<file path="src/timekeeping_pkg.sv">
// Shared constants and carrier types for the divider, watchdog and timer 0 block.
// Assumes one system oscillator clock and a core that issues one-cycle operation strobes.
package timekeeping_pkg;

	// Divider geometry and prescale taps (carry into stage N gives Fosc/2^N)
	localparam int DIV_WIDTH = 14;
	localparam int DIV_CLEAR_LSB = 10;
	localparam int TAP_FOSC_4 = 2;
	localparam int TAP_FOSC_1024 = 10;
	localparam int TAP_FOSC_16384 = 14;
	localparam logic [13:0] DIV_RESET = 14'h0000;
	localparam logic [13:0] DIV_ALL_ONES = 14'h3FFF;

	// Watchdog
	localparam int WDT_WIDTH = 4;
	localparam logic [3:0] WDT_RESET = 4'h0;
	localparam logic [3:0] WDT_LAST = 4'hF;

	// Parameter flag register
	localparam int PARAM_WIDTH = 4;
	localparam int PARAM_WDOG_SEL_BIT = 3;
	localparam logic [3:0] PARAM_RESET = 4'h0;

	// Timer 0 mode bits and counter
	localparam int T0_WIDTH = 8;
	localparam int MODE_PRESCALE_BIT = 0;
	localparam int MODE_RUN_BIT = 3;
	localparam logic [3:0] MODE_RESET = 4'h0;
	localparam logic [7:0] T0_RESET = 8'h00;
	localparam logic [7:0] T0_UNDERFLOW = 8'hFF;
	localparam logic [7:0] T0_ZERO = 8'h00;

	// Event flag positions
	localparam int FLAG_WIDTH = 2;
	localparam int FLAG_DIV_BIT = 0;
	localparam int FLAG_T0_BIT = 1;
	localparam logic [1:0] FLAG_RESET = 2'h0;

	// One-cycle operation strobes from the instruction decoder
	typedef struct packed {
		logic watchdog_clear_op;
		logic divider_clear_op;
		logic param_set;
		logic param_clear;
		logic [3:0] param_mask;
		logic mode_write;
		logic [3:0] mode_data;
		logic low_nibble_write;
		logic high_nibble_write;
		logic imm_write;
		logic [7:0] write_data;
		logic [1:0] event_clear;
	} op_s;

endpackage : timekeeping_pkg

</file>
<file path="src/prescale_divider.sv">
// Free-running 14-bit prescale divider with clearable top stages.
// Assumes the same clock and reset as the block that instantiates it.
module prescale_divider (
	// Clock and reset
	input wire logic clk,
	input wire logic reset_n,
	// Control
	input wire logic divider_clear_op,
	// State and prescale taps
	output logic [timekeeping_pkg::DIV_WIDTH-1:0] count,
	output logic [timekeeping_pkg::DIV_WIDTH:0] carry
);
	import timekeeping_pkg::*;

	// Carry into each stage; carry[N] pulses once per 2^N clocks
	assign carry[0] = 1'b1;
	genvar i;
	generate
		for (i = 0; i < DIV_WIDTH; i++) begin : g_stage
			assign carry[i+1] = carry[i] & count[i];
		end
	endgenerate

	always_ff @(posedge clk or negedge reset_n) begin
		if (!reset_n) begin
			count <= DIV_RESET;
		end else begin
			count <= count + 14'h0001;
			if (divider_clear_op) begin
				count[DIV_WIDTH-1:DIV_CLEAR_LSB] <= 4'h0;
			end
		end
	end

endmodule : prescale_divider

</file>
<file path="src/divider_watchdog_timer0.sv">
// Divider event source, watchdog counter and one-shot timer 0 of a small controller.
// Assumes the core decodes instructions into one-cycle strobes on clk, and that
// watchdog_reset_q is routed back into the chip-wide reset.
module divider_watchdog_timer0 (
	// Clock and reset
	input wire logic clk,
	input wire logic reset_n,
	// Operation strobes from the core
	input timekeeping_pkg::op_s op,
	// Enable registers held by the core
	input wire logic [timekeeping_pkg::FLAG_WIDTH-1:0] interrupt_enable_flags,
	input wire logic [timekeeping_pkg::FLAG_WIDTH-1:0] hold_release_enable_flags,
	// Watchdog code option, a static strap
	input wire logic watchdog_option,
	// Events and requests
	output logic [timekeeping_pkg::FLAG_WIDTH-1:0] event_flags_q,
	output logic [timekeeping_pkg::FLAG_WIDTH-1:0] int_request_q,
	output logic hold_release_q,
	output logic watchdog_reset_q,
	// Timer 0 state
	output logic [timekeeping_pkg::T0_WIDTH-1:0] timer0_count_q
);
	import timekeeping_pkg::*;

	logic [DIV_WIDTH-1:0] div_count;
	logic [DIV_WIDTH:0] div_carry;
	logic div_overflow;
	logic wdt_opt_meta_q;
	logic wdt_opt_q;
	logic [PARAM_WIDTH-1:0] parameter_flags_q;
	logic [WDT_WIDTH-1:0] watchdog_counter_q;
	logic wdt_tick;
	logic [3:0] timer0_mode_bits_q;
	logic t0_tick;
	logic t0_underflow;
	logic t0_start;
	logic t0_stop_load;

	// one oscillator phase per clk; machine cycle is Fosc/4 tap
	prescale_divider u_divider (
		.clk(clk),
		.reset_n(reset_n),
		.divider_clear_op(op.divider_clear_op),
		.count(div_count),
		.carry(div_carry)
	);

	// overflow only at full 14-bit wrap; a clear in the same cycle wins
	assign div_overflow = div_carry[DIV_WIDTH] & ~op.divider_clear_op;

	// Strap resynchronised; only the second stage is read
	always_ff @(posedge clk or negedge reset_n) begin
		if (!reset_n) begin
			wdt_opt_meta_q <= 1'b0;
			wdt_opt_q <= 1'b0;
		end else begin
			wdt_opt_meta_q <= watchdog_option;
			wdt_opt_q <= wdt_opt_meta_q;
		end
	end

	// write-only flags, set or clear by mask; reserved bits inert
	always_ff @(posedge clk or negedge reset_n) begin
		if (!reset_n) begin
			parameter_flags_q <= PARAM_RESET;
		end else if (op.param_set) begin
			parameter_flags_q <= parameter_flags_q | op.param_mask;
		end else if (op.param_clear) begin
			parameter_flags_q <= parameter_flags_q & ~op.param_mask;
		end
	end

	// watchdog rate from divider taps, chosen by flag bit three
	// Both rates come from one divider, so a switch may lengthen or shorten one period
	assign wdt_tick = parameter_flags_q[PARAM_WDOG_SEL_BIT] ? div_carry[TAP_FOSC_16384] : div_carry[TAP_FOSC_1024];

	// counter held at zero while option is off
	// clear op zeroes counter, ahead of any tick
	// A clear and a tick in one cycle leave zero: software has just served it
	always_ff @(posedge clk or negedge reset_n) begin
		if (!reset_n) begin
			watchdog_counter_q <= WDT_RESET;
		end else if (!wdt_opt_q || op.watchdog_clear_op) begin
			watchdog_counter_q <= WDT_RESET;
		end else if (wdt_tick) begin
			watchdog_counter_q <= watchdog_counter_q + 4'h1;
		end
	end

	// one-cycle chip reset request on wrap
	always_ff @(posedge clk or negedge reset_n) begin
		if (!reset_n) begin
			watchdog_reset_q <= 1'b0;
		end else begin
			watchdog_reset_q <= wdt_opt_q & ~op.watchdog_clear_op & wdt_tick & (watchdog_counter_q == WDT_LAST);
		end
	end

	// prescale tap; ticks align to the free divider, so the first period may be short
	assign t0_tick = timer0_mode_bits_q[MODE_PRESCALE_BIT] ? div_carry[TAP_FOSC_1024] : div_carry[TAP_FOSC_4];
	assign t0_stop_load = op.low_nibble_write | op.high_nibble_write | op.imm_write;
	assign t0_start = op.mode_write & op.mode_data[MODE_RUN_BIT] & ~t0_stop_load;
	assign t0_underflow = timer0_mode_bits_q[MODE_RUN_BIT] & t0_tick & (timer0_count_q == T0_ZERO);

	// mode bits written whole; bits one and two kept but unused
	// a load drops the run bit
	// underflow drops the run bit, no reload
	// reset leaves timer stopped at divide by four
	always_ff @(posedge clk or negedge reset_n) begin
		if (!reset_n) begin
			timer0_mode_bits_q <= MODE_RESET;
		end else if (t0_stop_load) begin
			timer0_mode_bits_q[MODE_RUN_BIT] <= 1'b0;
		end else if (op.mode_write) begin
			timer0_mode_bits_q <= op.mode_data;
		end else if (t0_underflow) begin
			timer0_mode_bits_q[MODE_RUN_BIT] <= 1'b0;
		end
	end

	// nibble or immediate load, else count down
	// preset plus one ticks reach FFH
	always_ff @(posedge clk or negedge reset_n) begin
		if (!reset_n) begin
			timer0_count_q <= T0_RESET;
		end else if (op.imm_write) begin
			timer0_count_q <= op.write_data;
		end else if (op.low_nibble_write) begin
			timer0_count_q[3:0] <= op.write_data[3:0];
		end else if (op.high_nibble_write) begin
			timer0_count_q[7:4] <= op.write_data[3:0];
		end else if (timer0_mode_bits_q[MODE_RUN_BIT] && t0_tick) begin
			timer0_count_q <= timer0_count_q - 8'h01;
		end
	end

	// flags sticky; a set beats a clear so no event is lost
	always_ff @(posedge clk or negedge reset_n) begin
		if (!reset_n) begin
			event_flags_q <= FLAG_RESET;
		end else begin
			if (div_overflow) begin
				event_flags_q[FLAG_DIV_BIT] <= 1'b1;
			end else if (op.event_clear[FLAG_DIV_BIT]) begin
				event_flags_q[FLAG_DIV_BIT] <= 1'b0;
			end
			if (t0_underflow) begin
				event_flags_q[FLAG_T0_BIT] <= 1'b1;
			end else if (t0_start || op.event_clear[FLAG_T0_BIT]) begin
				event_flags_q[FLAG_T0_BIT] <= 1'b0;
			end
		end
	end

	// divider event gated by enable bit zero
	// timer event gated by enable bit one
	always_ff @(posedge clk or negedge reset_n) begin
		if (!reset_n) begin
			int_request_q <= FLAG_RESET;
			hold_release_q <= 1'b0;
		end else begin
			int_request_q <= event_flags_q & interrupt_enable_flags;
			hold_release_q <= |(event_flags_q & hold_release_enable_flags);
		end
	end
endmodule : divider_watchdog_timer0

</file>
<file path="config.mk">
export PLATFORM = sky130hd
export DESIGN_NAME = divider_watchdog_timer0
export DESIGN_NICKNAME = d
export VERILOG_FILES = /design/src/timekeeping_pkg.sv /design/src/prescale_divider.sv /design/src/divider_watchdog_timer0.sv
export SDC_FILE = /design/constraint.sdc
export NUM_CORES = 1
export LEC_CHECK = 0
export ABC_AREA = 0
export BUFFER_PORTS_ARGS = -buffer_cell sky130_fd_sc_hd__buf_2
export CAP_MARGIN = 30
export CORE_MARGIN = 8
export CORE_UTILIZATION = 40
export CTS_CLUSTER_SIZE = 16
export DETAILED_ROUTE_END_ITERATION = 16
export HOLD_SLACK_MARGIN = 0.02
export PLACE_DENSITY = 0.72
export SYNTH_ARGS = -nofsm -noshare
export SYNTH_HDL_FRONTEND = slang
export SYNTH_SLANG_ARGS = --single-unit
export TNS_END_PERCENT = 5
</file>
<file path="constraint.sdc">
create_clock -name clk -period 3.9 [get_ports clk]
set_clock_uncertainty 0.05 [all_clocks]
set_input_delay 0.39 -clock clk [delete_from_list [all_inputs] [get_ports clk]]
set_output_delay 0.39 -clock clk [all_outputs]
set_load 0.05 [all_outputs]
</file>
* Word-level counts from Yosys, hierarchy flattened
Cells that the tools add are included.
** Word-level totals
- Input port bits :: 33
- Register bits after elaboration :: 40
- Output and inout port bits :: 14
** Cells by class
- $add $sub $neg :: 3
- Bitwise operators :: 31
- Equal/unequal tests :: 3
- Reductions and logical operators :: 16
- Mux-type cells :: 20
** Operator list (number)
- $mux W4 :: 9
- $and A1 B1 Y1 :: 21
- $mux W8 :: 2
- $add A14 B1 Y14 const B :: 1
- $mux W1 :: 9
- $reduce_bool A3 Y1 :: 3
- $logic_not A8 Y1 :: 1
- $reduce_bool A2 Y1 :: 4
- $sub A8 B1 Y8 const B :: 1
- $reduce_and A2 Y1 :: 3
- $add A4 B1 Y4 const B :: 1
- $and A2 B2 Y2 :: 2
- $and A4 B4 Y4 :: 1
- $eq A4 B4 Y1 const B :: 1
- $not A4 Y4 :: 1
- $or A4 B4 Y4 :: 1
- $ne A3 B2 Y1 const B :: 1
- $not A1 Y1 :: 3
- $logic_or A1 B1 Y1 :: 2
- $ne A2 B2 Y1 const B :: 1
- $or A1 B1 Y1 :: 2
- $reduce_or A2 Y1 :: 1
- $logic_and A1 B1 Y1 :: 1
- $logic_not A1 Y1 :: 1

* Depth between registers and ports, before layout
Gate-level depths: netlist of run 1.
- Depth in word-level cells :: 16
- Gate-level depth with buffers :: 7
- Depth with buffers taken out :: 7

* Hierarchy
From an unflattened synthesis of run 1, not the netlist that was laid out.
** Second synthesis, totals
- Cell total of the unflattened synthesis :: 189
- Area total of the unflattened synthesis :: 1944.4 sq um
** By module, submodules not included
- divider_watchdog_timer0 :: times used 1, area an instance 1218.7 sq um, cells an instance 117
- prescale_divider :: times used 1, area an instance 725.7 sq um, cells an instance 72

* Least setup slack after synthesis of run 1
Ideal clock, no wire load.
- Kind :: register to register
- From :: register timer0_count_q[4] (netlist bit)
- To :: register timer0_count_q[5] (netlist bit)
- Arrival :: 1778 ps
- Path slack :: 2004 ps
- Setup time :: 68 ps
- Stages on the path, launching flop included :: 6
- Cells stage by stage :: dfrtp_1 > nor3_1 > nand3_1 > xor2_1 > a2111oi_0 > a311o_1
** Between the ends
- Cells in the longest elaborated chain, start to end :: 5
** RTL lines
- start, declared :: line divider_watchdog_timer0.sv:21 : output logic [timekeeping_pkg::T0_WIDTH-1:0] timer0_count_q
- start signal, assigned :: line divider_watchdog_timer0.sv:127 : timer0_count_q <= op.write_data;
- start signal, assigned :: line divider_watchdog_timer0.sv:133 : timer0_count_q <= timer0_count_q - 8'h01;
- $sub A8 B1 Y8 :: line divider_watchdog_timer0.sv:133
- $mux W8 :: line divider_watchdog_timer0.sv:132 : end else if (timer0_mode_bits_q[MODE_RUN_BIT] && t0_tick) begin
- $mux W4 :: line divider_watchdog_timer0.sv:130 : end else if (op.high_nibble_write) begin
- $mux W4 :: line divider_watchdog_timer0.sv:128 : end else if (op.low_nibble_write) begin
- $mux W8 :: line divider_watchdog_timer0.sv:126 : end else if (op.imm_write) begin
Every way passes these cells. The select of a mux whose other input is x is not followed.
A chain may end at the register's enable or synchronous reset.

* Worst setup path after layout of run 1
- From :: register u_divider.count[0] (netlist bit)
- To :: register timer0_count_q[5] (netlist bit)
** Between the ends
- Cells in the longest elaborated chain, start to end :: 13
** RTL lines
- start, declared :: line prescale_divider.sv:10 : output logic [timekeeping_pkg::DIV_WIDTH-1:0] count,
- start signal, assigned :: line prescale_divider.sv:28 : count <= count + 14'h0001;
- $and A1 B1 Y1 * :: line prescale_divider.sv:20 : assign carry[i+1] = carry[i] & count[i];
- $and A1 B1 Y1 (8 in a row) :: line prescale_divider.sv:20
- $mux W1 * :: line divider_watchdog_timer0.sv:100 : assign t0_tick = timer0_mode_bits_q[MODE_PRESCALE_BIT] ? div_carry[TAP_FOSC_1024] : div_carry[TAP_FOSC_4];
- $logic_and A1 B1 Y1 * :: line divider_watchdog_timer0.sv:132
- $reduce_bool A3 Y1 (no source line) *
- $reduce_and A2 Y1 (no source line) *
Mark *: on every way between the ends. The rest lies on a longest branch, timed or not.

==> reports/metrics.csv, run 1 <==
metric;value;unit
fin_ws;1.86;ns
cts_tree;done;
worstSetupPathType;reg2reg;
fmax;489;MHz
endpoint_kind;flop;
status;completed;
period_share;52.4;%
die_w;82.2;um
cts.sinks;37;
initialDrtViolationCount;76;
place_ws;1.85;ns
route.met3.wl;299;um
synthTopCellsByArea;dfrtp_1, xnor2_1, xor2_1;
wirelength;3.71;mm
drt_pre_antenna_iters;4;
synth_top_cell_area_share;52.8;%
syn_avg_cell_area;10.4;um^2
vias_per_cell;5.19;
min_path_type;in2async;
timing.rr.start;u_divider.count[0]$_DFF_PN0_;
drv_cap;0;
grt_pass1_wl;6.24;mm
dieArea;6760;um^2
cts_buffer_depth;2;
drc;0;
dp_hpwl;2.81;mm
antenna_left;0;
synth_nets;205;
synth_seq_cells;37;
wire_per_inst;13.8;um
post-cts-setup-buffers;0;
root_buffer;clkbuf_8;
syn_area;1750;um^2
reg2regPathDepth;7;
worst_setup_path_start_kind;flop;
grt_pass1_vias;1417;
clkTransAtPathRegs;0.06;ns
r2r-end;timer0_count_q[5]$_DFFE_PN0P_;
crit_fanout;6;
synthCells;168;
ff_latch_area;926;um^2
row_count;24;
required;4.08;ns
antenna_found_initial;0;
core_area;4290;um^2
grt_use_total;12.2;%
ys_warn_count;0;
area_growth;20.0;%
via_count;1395;
synth_edf_count;0;
power_density;366;nW/um^2
fin_crit;2.04;ns
io_buffers;41;
die_y;82.2;um
layout.nets;253;
cts_hold_buf;0;
fillers;418;
final_util;49.0;%
ios;47;
wl_met1;1.59;mm
routabilityCongestion;0.832;
rrSetupSlack;1.86;ns
insertedDiodeCount;0;
async_flop_share;100;%
multi_input_area;801;um^2
highest_layer;met4;
synth_cell_types;36;
grt_overflow;0;
layout-drive-gt1-share;24.4;%
htree_levels;2;
slew-limit-headroom;46.7;%
initial_core_util;40.8;%
finalSetupTns;0;ns
cts_made_buffers;5;
worstMarginPinSlew;0.799;ns
yosysSeqAreaShare;52.8;%
cts_resized;0;
final_hold_viol_count;0;
power.leakage;0.952;nW
synthFlopType;dfrtp_1;
rsz0062_at_grt;no;
maxSlewViolCount;0;
setup_viol;0;
worstSkewPairLatency;0.29;ns
grt_max_degree;38;
dr_wl_met2;1.71;mm
irDropWorstVdd;0.000129;V
worstPathArrival;2.22;ns
synth_top_cell_by_area;dfrtp_1;
stage by stage:
stage                     hold slack (ns)  power (mW)  instances  cell area (um^2)
after floorplan                    0.0444       0.483        168              1750
after global placement              0.283       0.526        261              2020
after detailed placement            0.290       0.527        261              2020
after CTS                           0.147       0.785        269              2100
after global routing                0.143       0.811        269              2100
final                               0.138       0.771        269              2100
routing by layer:
metal  global-route usage [%]  vias up
li1                         -      689
met1                     13.9      660
met2                     18.9       37
met3                     4.76        9
met4                     7.72        0
met5                        0        -
worst max-delay path, cell delays in order (launching register included):
cell and delay (ns):
dfrtp_1 0.37, ha_1 0.21, ha_1 0.17, nand4_1 0.24, o211ai_2 0.24, nand2_1 0.19
a2111oi_0 0.33, a311o_1 0.17
cell usage in the layout, fill, tap and decap left out, types with 2 or more instances in the layout:
| cell type | count |
|---|---|
| nand3b_1 | 3 |
| o21ai_0 | 5 |
| a31oi_1 | 2 |
| xor2_1 | 10 |
| nor4_1 | 2 |
| mux2i_1 | 2 |
| ha_1 | 4 |
| nand2_1 | 14 |
| and2_1 | 4 |
| xnor2_1 | 10 |
| nor3_1 | 5 |
| buf_2 | 41 |
| nand4_1 | 3 |
| nand3_1 | 13 |
| nor2_1 | 20 |
| dfrtp_1 | 37 |
| nand2b_1 | 2 |
| clkbuf_8 | 5 |
| a22o_1 | 2 |
| clkbuf_1 | 3 |
| a21oi_1 | 6 |
| inv_1 | 7 |
cell type report:
| type | count | share of cell area [%] |
|---|---|---|
| Clock buffer | 8 | 3.81 |
| Inverter | 7 | 1.25 |
| Multi-Input combinational cell | 124 | 38.1 |
| Sequential cell | 37 | 44.0 |
| Tap cell | 52 | 3.09 |
| Timing Repair Buffer | 41 | 9.76 |
synthesized netlist by cell type, types with 3 or more instances:
| master | instances |
|---|---|
| xor2_1 | 10 |
| o21ai_0 | 5 |
| inv_1 | 7 |
| nor2_1 | 20 |
| nand3b_1 | 3 |
| nand3_1 | 13 |
| xnor2_1 | 10 |
| nor3_1 | 5 |
| a21oi_1 | 6 |
| dfrtp_1 | 37 |
| nand2_1 | 14 |
| nand4_1 | 3 |
| and2_1 | 4 |
| ha_1 | 4 |
state kept, by name, indices dropped and copies added, names as in the netlist, 2 cells and up, named ones only:
signal	cells
timer0_count_q	8
timer0_mode_bits_q	2
watchdog_counter_q	4
event_flags_q	2
u_divider.count	14
int_request_q	2
report_power, final:
| group | switching (mW) | internal, mW | total, mW | leakage, nW |
|---|---|---|---|---|
| clock network | 0.125 | 0.127 | 0.252 | 0.0395 |
| registers | 0.0165 | 0.397 | 0.413 | 0.474 |
| logic | 0.0693 | 0.0365 | 0.106 | 0.439 |
how the worst max path moves through the flow:
stage                                       start  slack, ns  cells after the start                            end
floorplan           timer0_count_q[4]$_DFFE_PN0P_       2.00                      5  timer0_count_q[5]$_DFFE_PN0P_
global placement     u_divider.count[0]$_DFF_PN0_       1.89                      7  timer0_count_q[5]$_DFFE_PN0P_
detailed placement   u_divider.count[0]$_DFF_PN0_       1.85                      7  timer0_count_q[5]$_DFFE_PN0P_
global route         u_divider.count[0]$_DFF_PN0_       1.63                      7  timer0_count_q[5]$_DFFE_PN0P_
CTS                  u_divider.count[0]$_DFF_PN0_       1.83                      7  timer0_count_q[5]$_DFFE_PN0P_
finish               u_divider.count[0]$_DFF_PN0_       1.86                      7  timer0_count_q[5]$_DFFE_PN0P_
cell families (layout without fill, tap and decap cells):
family	count (synthesis)	count (layout)	share of synthesized area, %
simple gates	73	73	21.3
flops	37	37	52.8
compound gates	24	24	9.78
xor+xnor	20	20	9.99
buf+inv	7	56	1.50
fa+ha+maj	4	4	2.86
mux	3	3	1.78
(Power assumes the default switching activity.)
==> inputs of run 2 (changes only) <==
==> constraint.sdc (replaced) <==
create_clock -name clk -period 2.1 [get_ports clk]
set_clock_uncertainty 0.05 [all_clocks]
set_input_delay 0.21 -clock clk [delete_from_list [all_inputs] [get_ports clk]]
set_output_delay 0.21 -clock clk [all_outputs]
set_load 0.05 [all_outputs]
==> run 2 against run 1 <==
Effect of this change: die area is the same; first-iteration DRC count is 49% higher; routed wire length rose by 8.0%; total power grew 110%; register-to-register slack got worse by 1.7 ns; critical path depth grew 1; global-route usage rose by 0.62 points; fmax increased by 3.8%; sequential power is 86% higher; non-clock buffer count is 3 higher; count of clock-buffer cells in the layout down 3; flip-flop and latch count is the same.
==> reports/metrics.csv, run 2 (same netlist as run 1, synthesis figures left out) <==
metric;value;unit;change
drc;0;;unchanged
period_share;93.8;%;+41 points
finalPower;1.59;mW;+110%
core_area;4290;um^2;unchanged
reg_top3;u_divider.count: 14 flops, timer0_count_q: 8 flops, watchdog_counter_q: 4 flops;;
clkTransAtPathRegs;0.08;ns;+0.02 ns
area_growth;23.6;%;
power.internal;1.16;mW;+110%
p_sw;0.432;mW;+100%
grt_pass1_wl;6.71;mm;+7.4%
antenna_left;0;;unchanged
worstMarginPinSlew;0.818;ns;+0.0189 ns
fmax;508;MHz;+3.8%
dpl.cell_count;261;;unchanged
power.leakage;0.980;nW;+2.9%
vias_per_cell;5.17;;-0.32%
required;2.29;ns;-1.79 ns
cts.sinks;37;;unchanged
layout.nets;256;;+1.2%
power_frac_comb;12.6;%;-1.1 points
via_count;1406;;+0.79%
final_util;50.5;%;+1.5 points
wire_per_inst;14.7;um;+6.8%
io_buffers;41;;unchanged
drt_pre_antenna_iters;4;;unchanged
irDropWorstVdd;0.000319;V;+150%
root_buffer;clkbuf_8;;
maxSlewViolCount;0;;unchanged
timing.rr.start;u_divider.count[0]$_DFF_PN0_;;
grt_max_degree;38;;unchanged
final_hold_viol_count;0;;unchanged
die_y;82.2;um;unchanged
row_count;24;;unchanged
cp_slowest_cell;dfrtp_1;;
startpoint;u_divider.count[0]$_DFF_PN0_;;
cts_made_buffers;5;;unchanged
setup_viol;0;;unchanged
path_cells;ha_1 -> ha_1 -> nand4_1 -> buf_4 -> o211ai_2 -> nand2_1 -> a2111oi_1 -> a311o_1;;
worstSkewPairLatency;0.30;ns;about the same
slew-limit-headroom;45.4;%;-1.3 points
die_w;82.2;um;unchanged
grt_pass1_vias;1460;;+3.0%
grt_overflow;0;;unchanged
crit_family;compound AO/OA/AOI/OAI gates;;
swShare;27.1;%;-0.25 points
min_path_type;in2reg;;
cts_tree;done;;
hp-start;interrupt_enable_flags[1];;
insertedDiodeCount;0;;unchanged
endpoint_kind;flop;;
worstPathArrival;2.16;ns;-0.06 ns
antenna_found_initial;0;;unchanged
cts_buffer_depth;2;;unchanged
routabilityCongestion;0.823;;-1.1%
hold_slack;0.0783;ns;-0.0596 ns
worstSetupPathType;reg2reg;;
wirelength;4.00;mm;+8.0%
ios;47;;unchanged
layout-drive-gt1-share;25.9;%;+1.5 points
cp_num_buf_inv;1;;+1
initialDrtViolationCount;113;;+49%
status;completed;;
fin_crit;1.97;ns;-0.0740 ns
dieArea;6760;um^2;unchanged
cpMostUsedCell;ha_1;;
max_stage_delay;0.37;ns;about the same
final_common_cell;buf_2;;
grt_use_total;12.8;%;+0.62 points
largest_register_ffs;14;;unchanged
final_cells;272;;+1.1%
seq_power_share;48.1;%;-5.5 points
worst_setup_path_start_kind;flop;;
mostFrequentLayoutCells;buf_2, dfrtp_1, nor2_1;;
power_density;735;nW/um^2;+100%
htree_levels;2;;unchanged
pwr-share-clk;39.2;%;+6.5 points
largest-register;u_divider.count;;
dp_hpwl;3.01;mm;+7.2%
drv_cap;0;;unchanged
crit_fanout;6;;unchanged
initial_core_util;40.8;%;unchanged
-- run 2: changes by cell type in the layout (fill, tap and decap cells not counted) --
| cell | before | now |
|---|---|---|
| clkinvlp_4 | 0 | 1 |
| clkinv_4 | 0 | 1 |
| buf_4 | 0 | 1 |
| a2111oi_1 | 0 | 1 |
| a2111oi_0 | 1 | 0 |
| bufinv_16 | 0 | 1 |
| clkbuf_1 | 3 | 0 |
| dlygate4sd3_1 | 0 | 2 |
-- run 2: area by class of cell --
class                           instances  area [um^2]
Fill cell                             423         2130
Sequential cell                        37          926
Multi-Input combinational cell        124          802
Timing Repair Buffer                   44          233
Clock buffer                            5         68.8
Tap cell                               52         65.1
Clock inverter                          3         46.3
Inverter                                7         26.3
-- run 2: what timing repair did --
item,CTS,global route
endpoints found under the setup margin,0,8
resized for setup,0,1
endpoints found under the hold margin,38,0
setup buffers,0,1
hold buffers,2,0
-- run 2: per-stage QoR --
stage | area, um^2 | setup slack [ns] | TNS [ns]
after detailed placement | 2020 | 0.0705 | 0
after global placement | 2020 | 0.122 | 0
after CTS | 2160 | 0.0513 | 0
after global routing | 2170 | -0.00619 | -0.00619
after floorplan | 1750 | 0.204 | 0
final | 2170 | 0.131 | 0
-- run 2: path summary, 6_finish.rpt --
check	end	slack, ns	cells past startpoint
hold / removal	int_request_q[1]$_DFF_PN0_	0.08	2
max in group asynchronous	int_request_q[1]$_DFF_PN0_	0.99	2
hold reg to reg	wdt_opt_q$_DFF_PN0_	0.31	0
setup reg to reg	timer0_count_q[5]$_DFFE_PN0P_	0.13	8
min in group asynchronous	timer0_mode_bits_q[3]$_DFFE_PN0P_	0.50	2
setup / recovery	timer0_count_q[5]$_DFFE_PN0P_	0.13	8
-- run 2: routing by layer --
layer | vias to the layer above | GRT usage, % | part of all wire [%]
li1 | 691 | - | -
met1 | 662 | 14.7 | 43
met2 | 45 | 21.2 | 47
met3 | 8 | 4.22 | 7.1
met4 | 0 | 5.96 | 2.7
met5 | - | 0 | 0
-- run 2: worst reg2reg max path: cells and delay by family, from the launching register on --
family                     cells  cell delay (ns)
AOI/OAI and AO/OA              3             0.63
adders and majority gates      2             0.39
buffers and inverters          1             0.18
DFF                            1             0.37
and+or+nand+nor                2             0.30
-- run 2: power groups by stage --
stage,Combinational (mW),Clock [mW],Sequential [mW]
after floorplan,0.0690,0,0.827
after global placement,0.197,0,0.780
after detailed placement,0.200,0,0.780
after CTS,0.204,0.639,0.766
after global routing,0.221,0.675,0.771
final,0.201,0.625,0.767
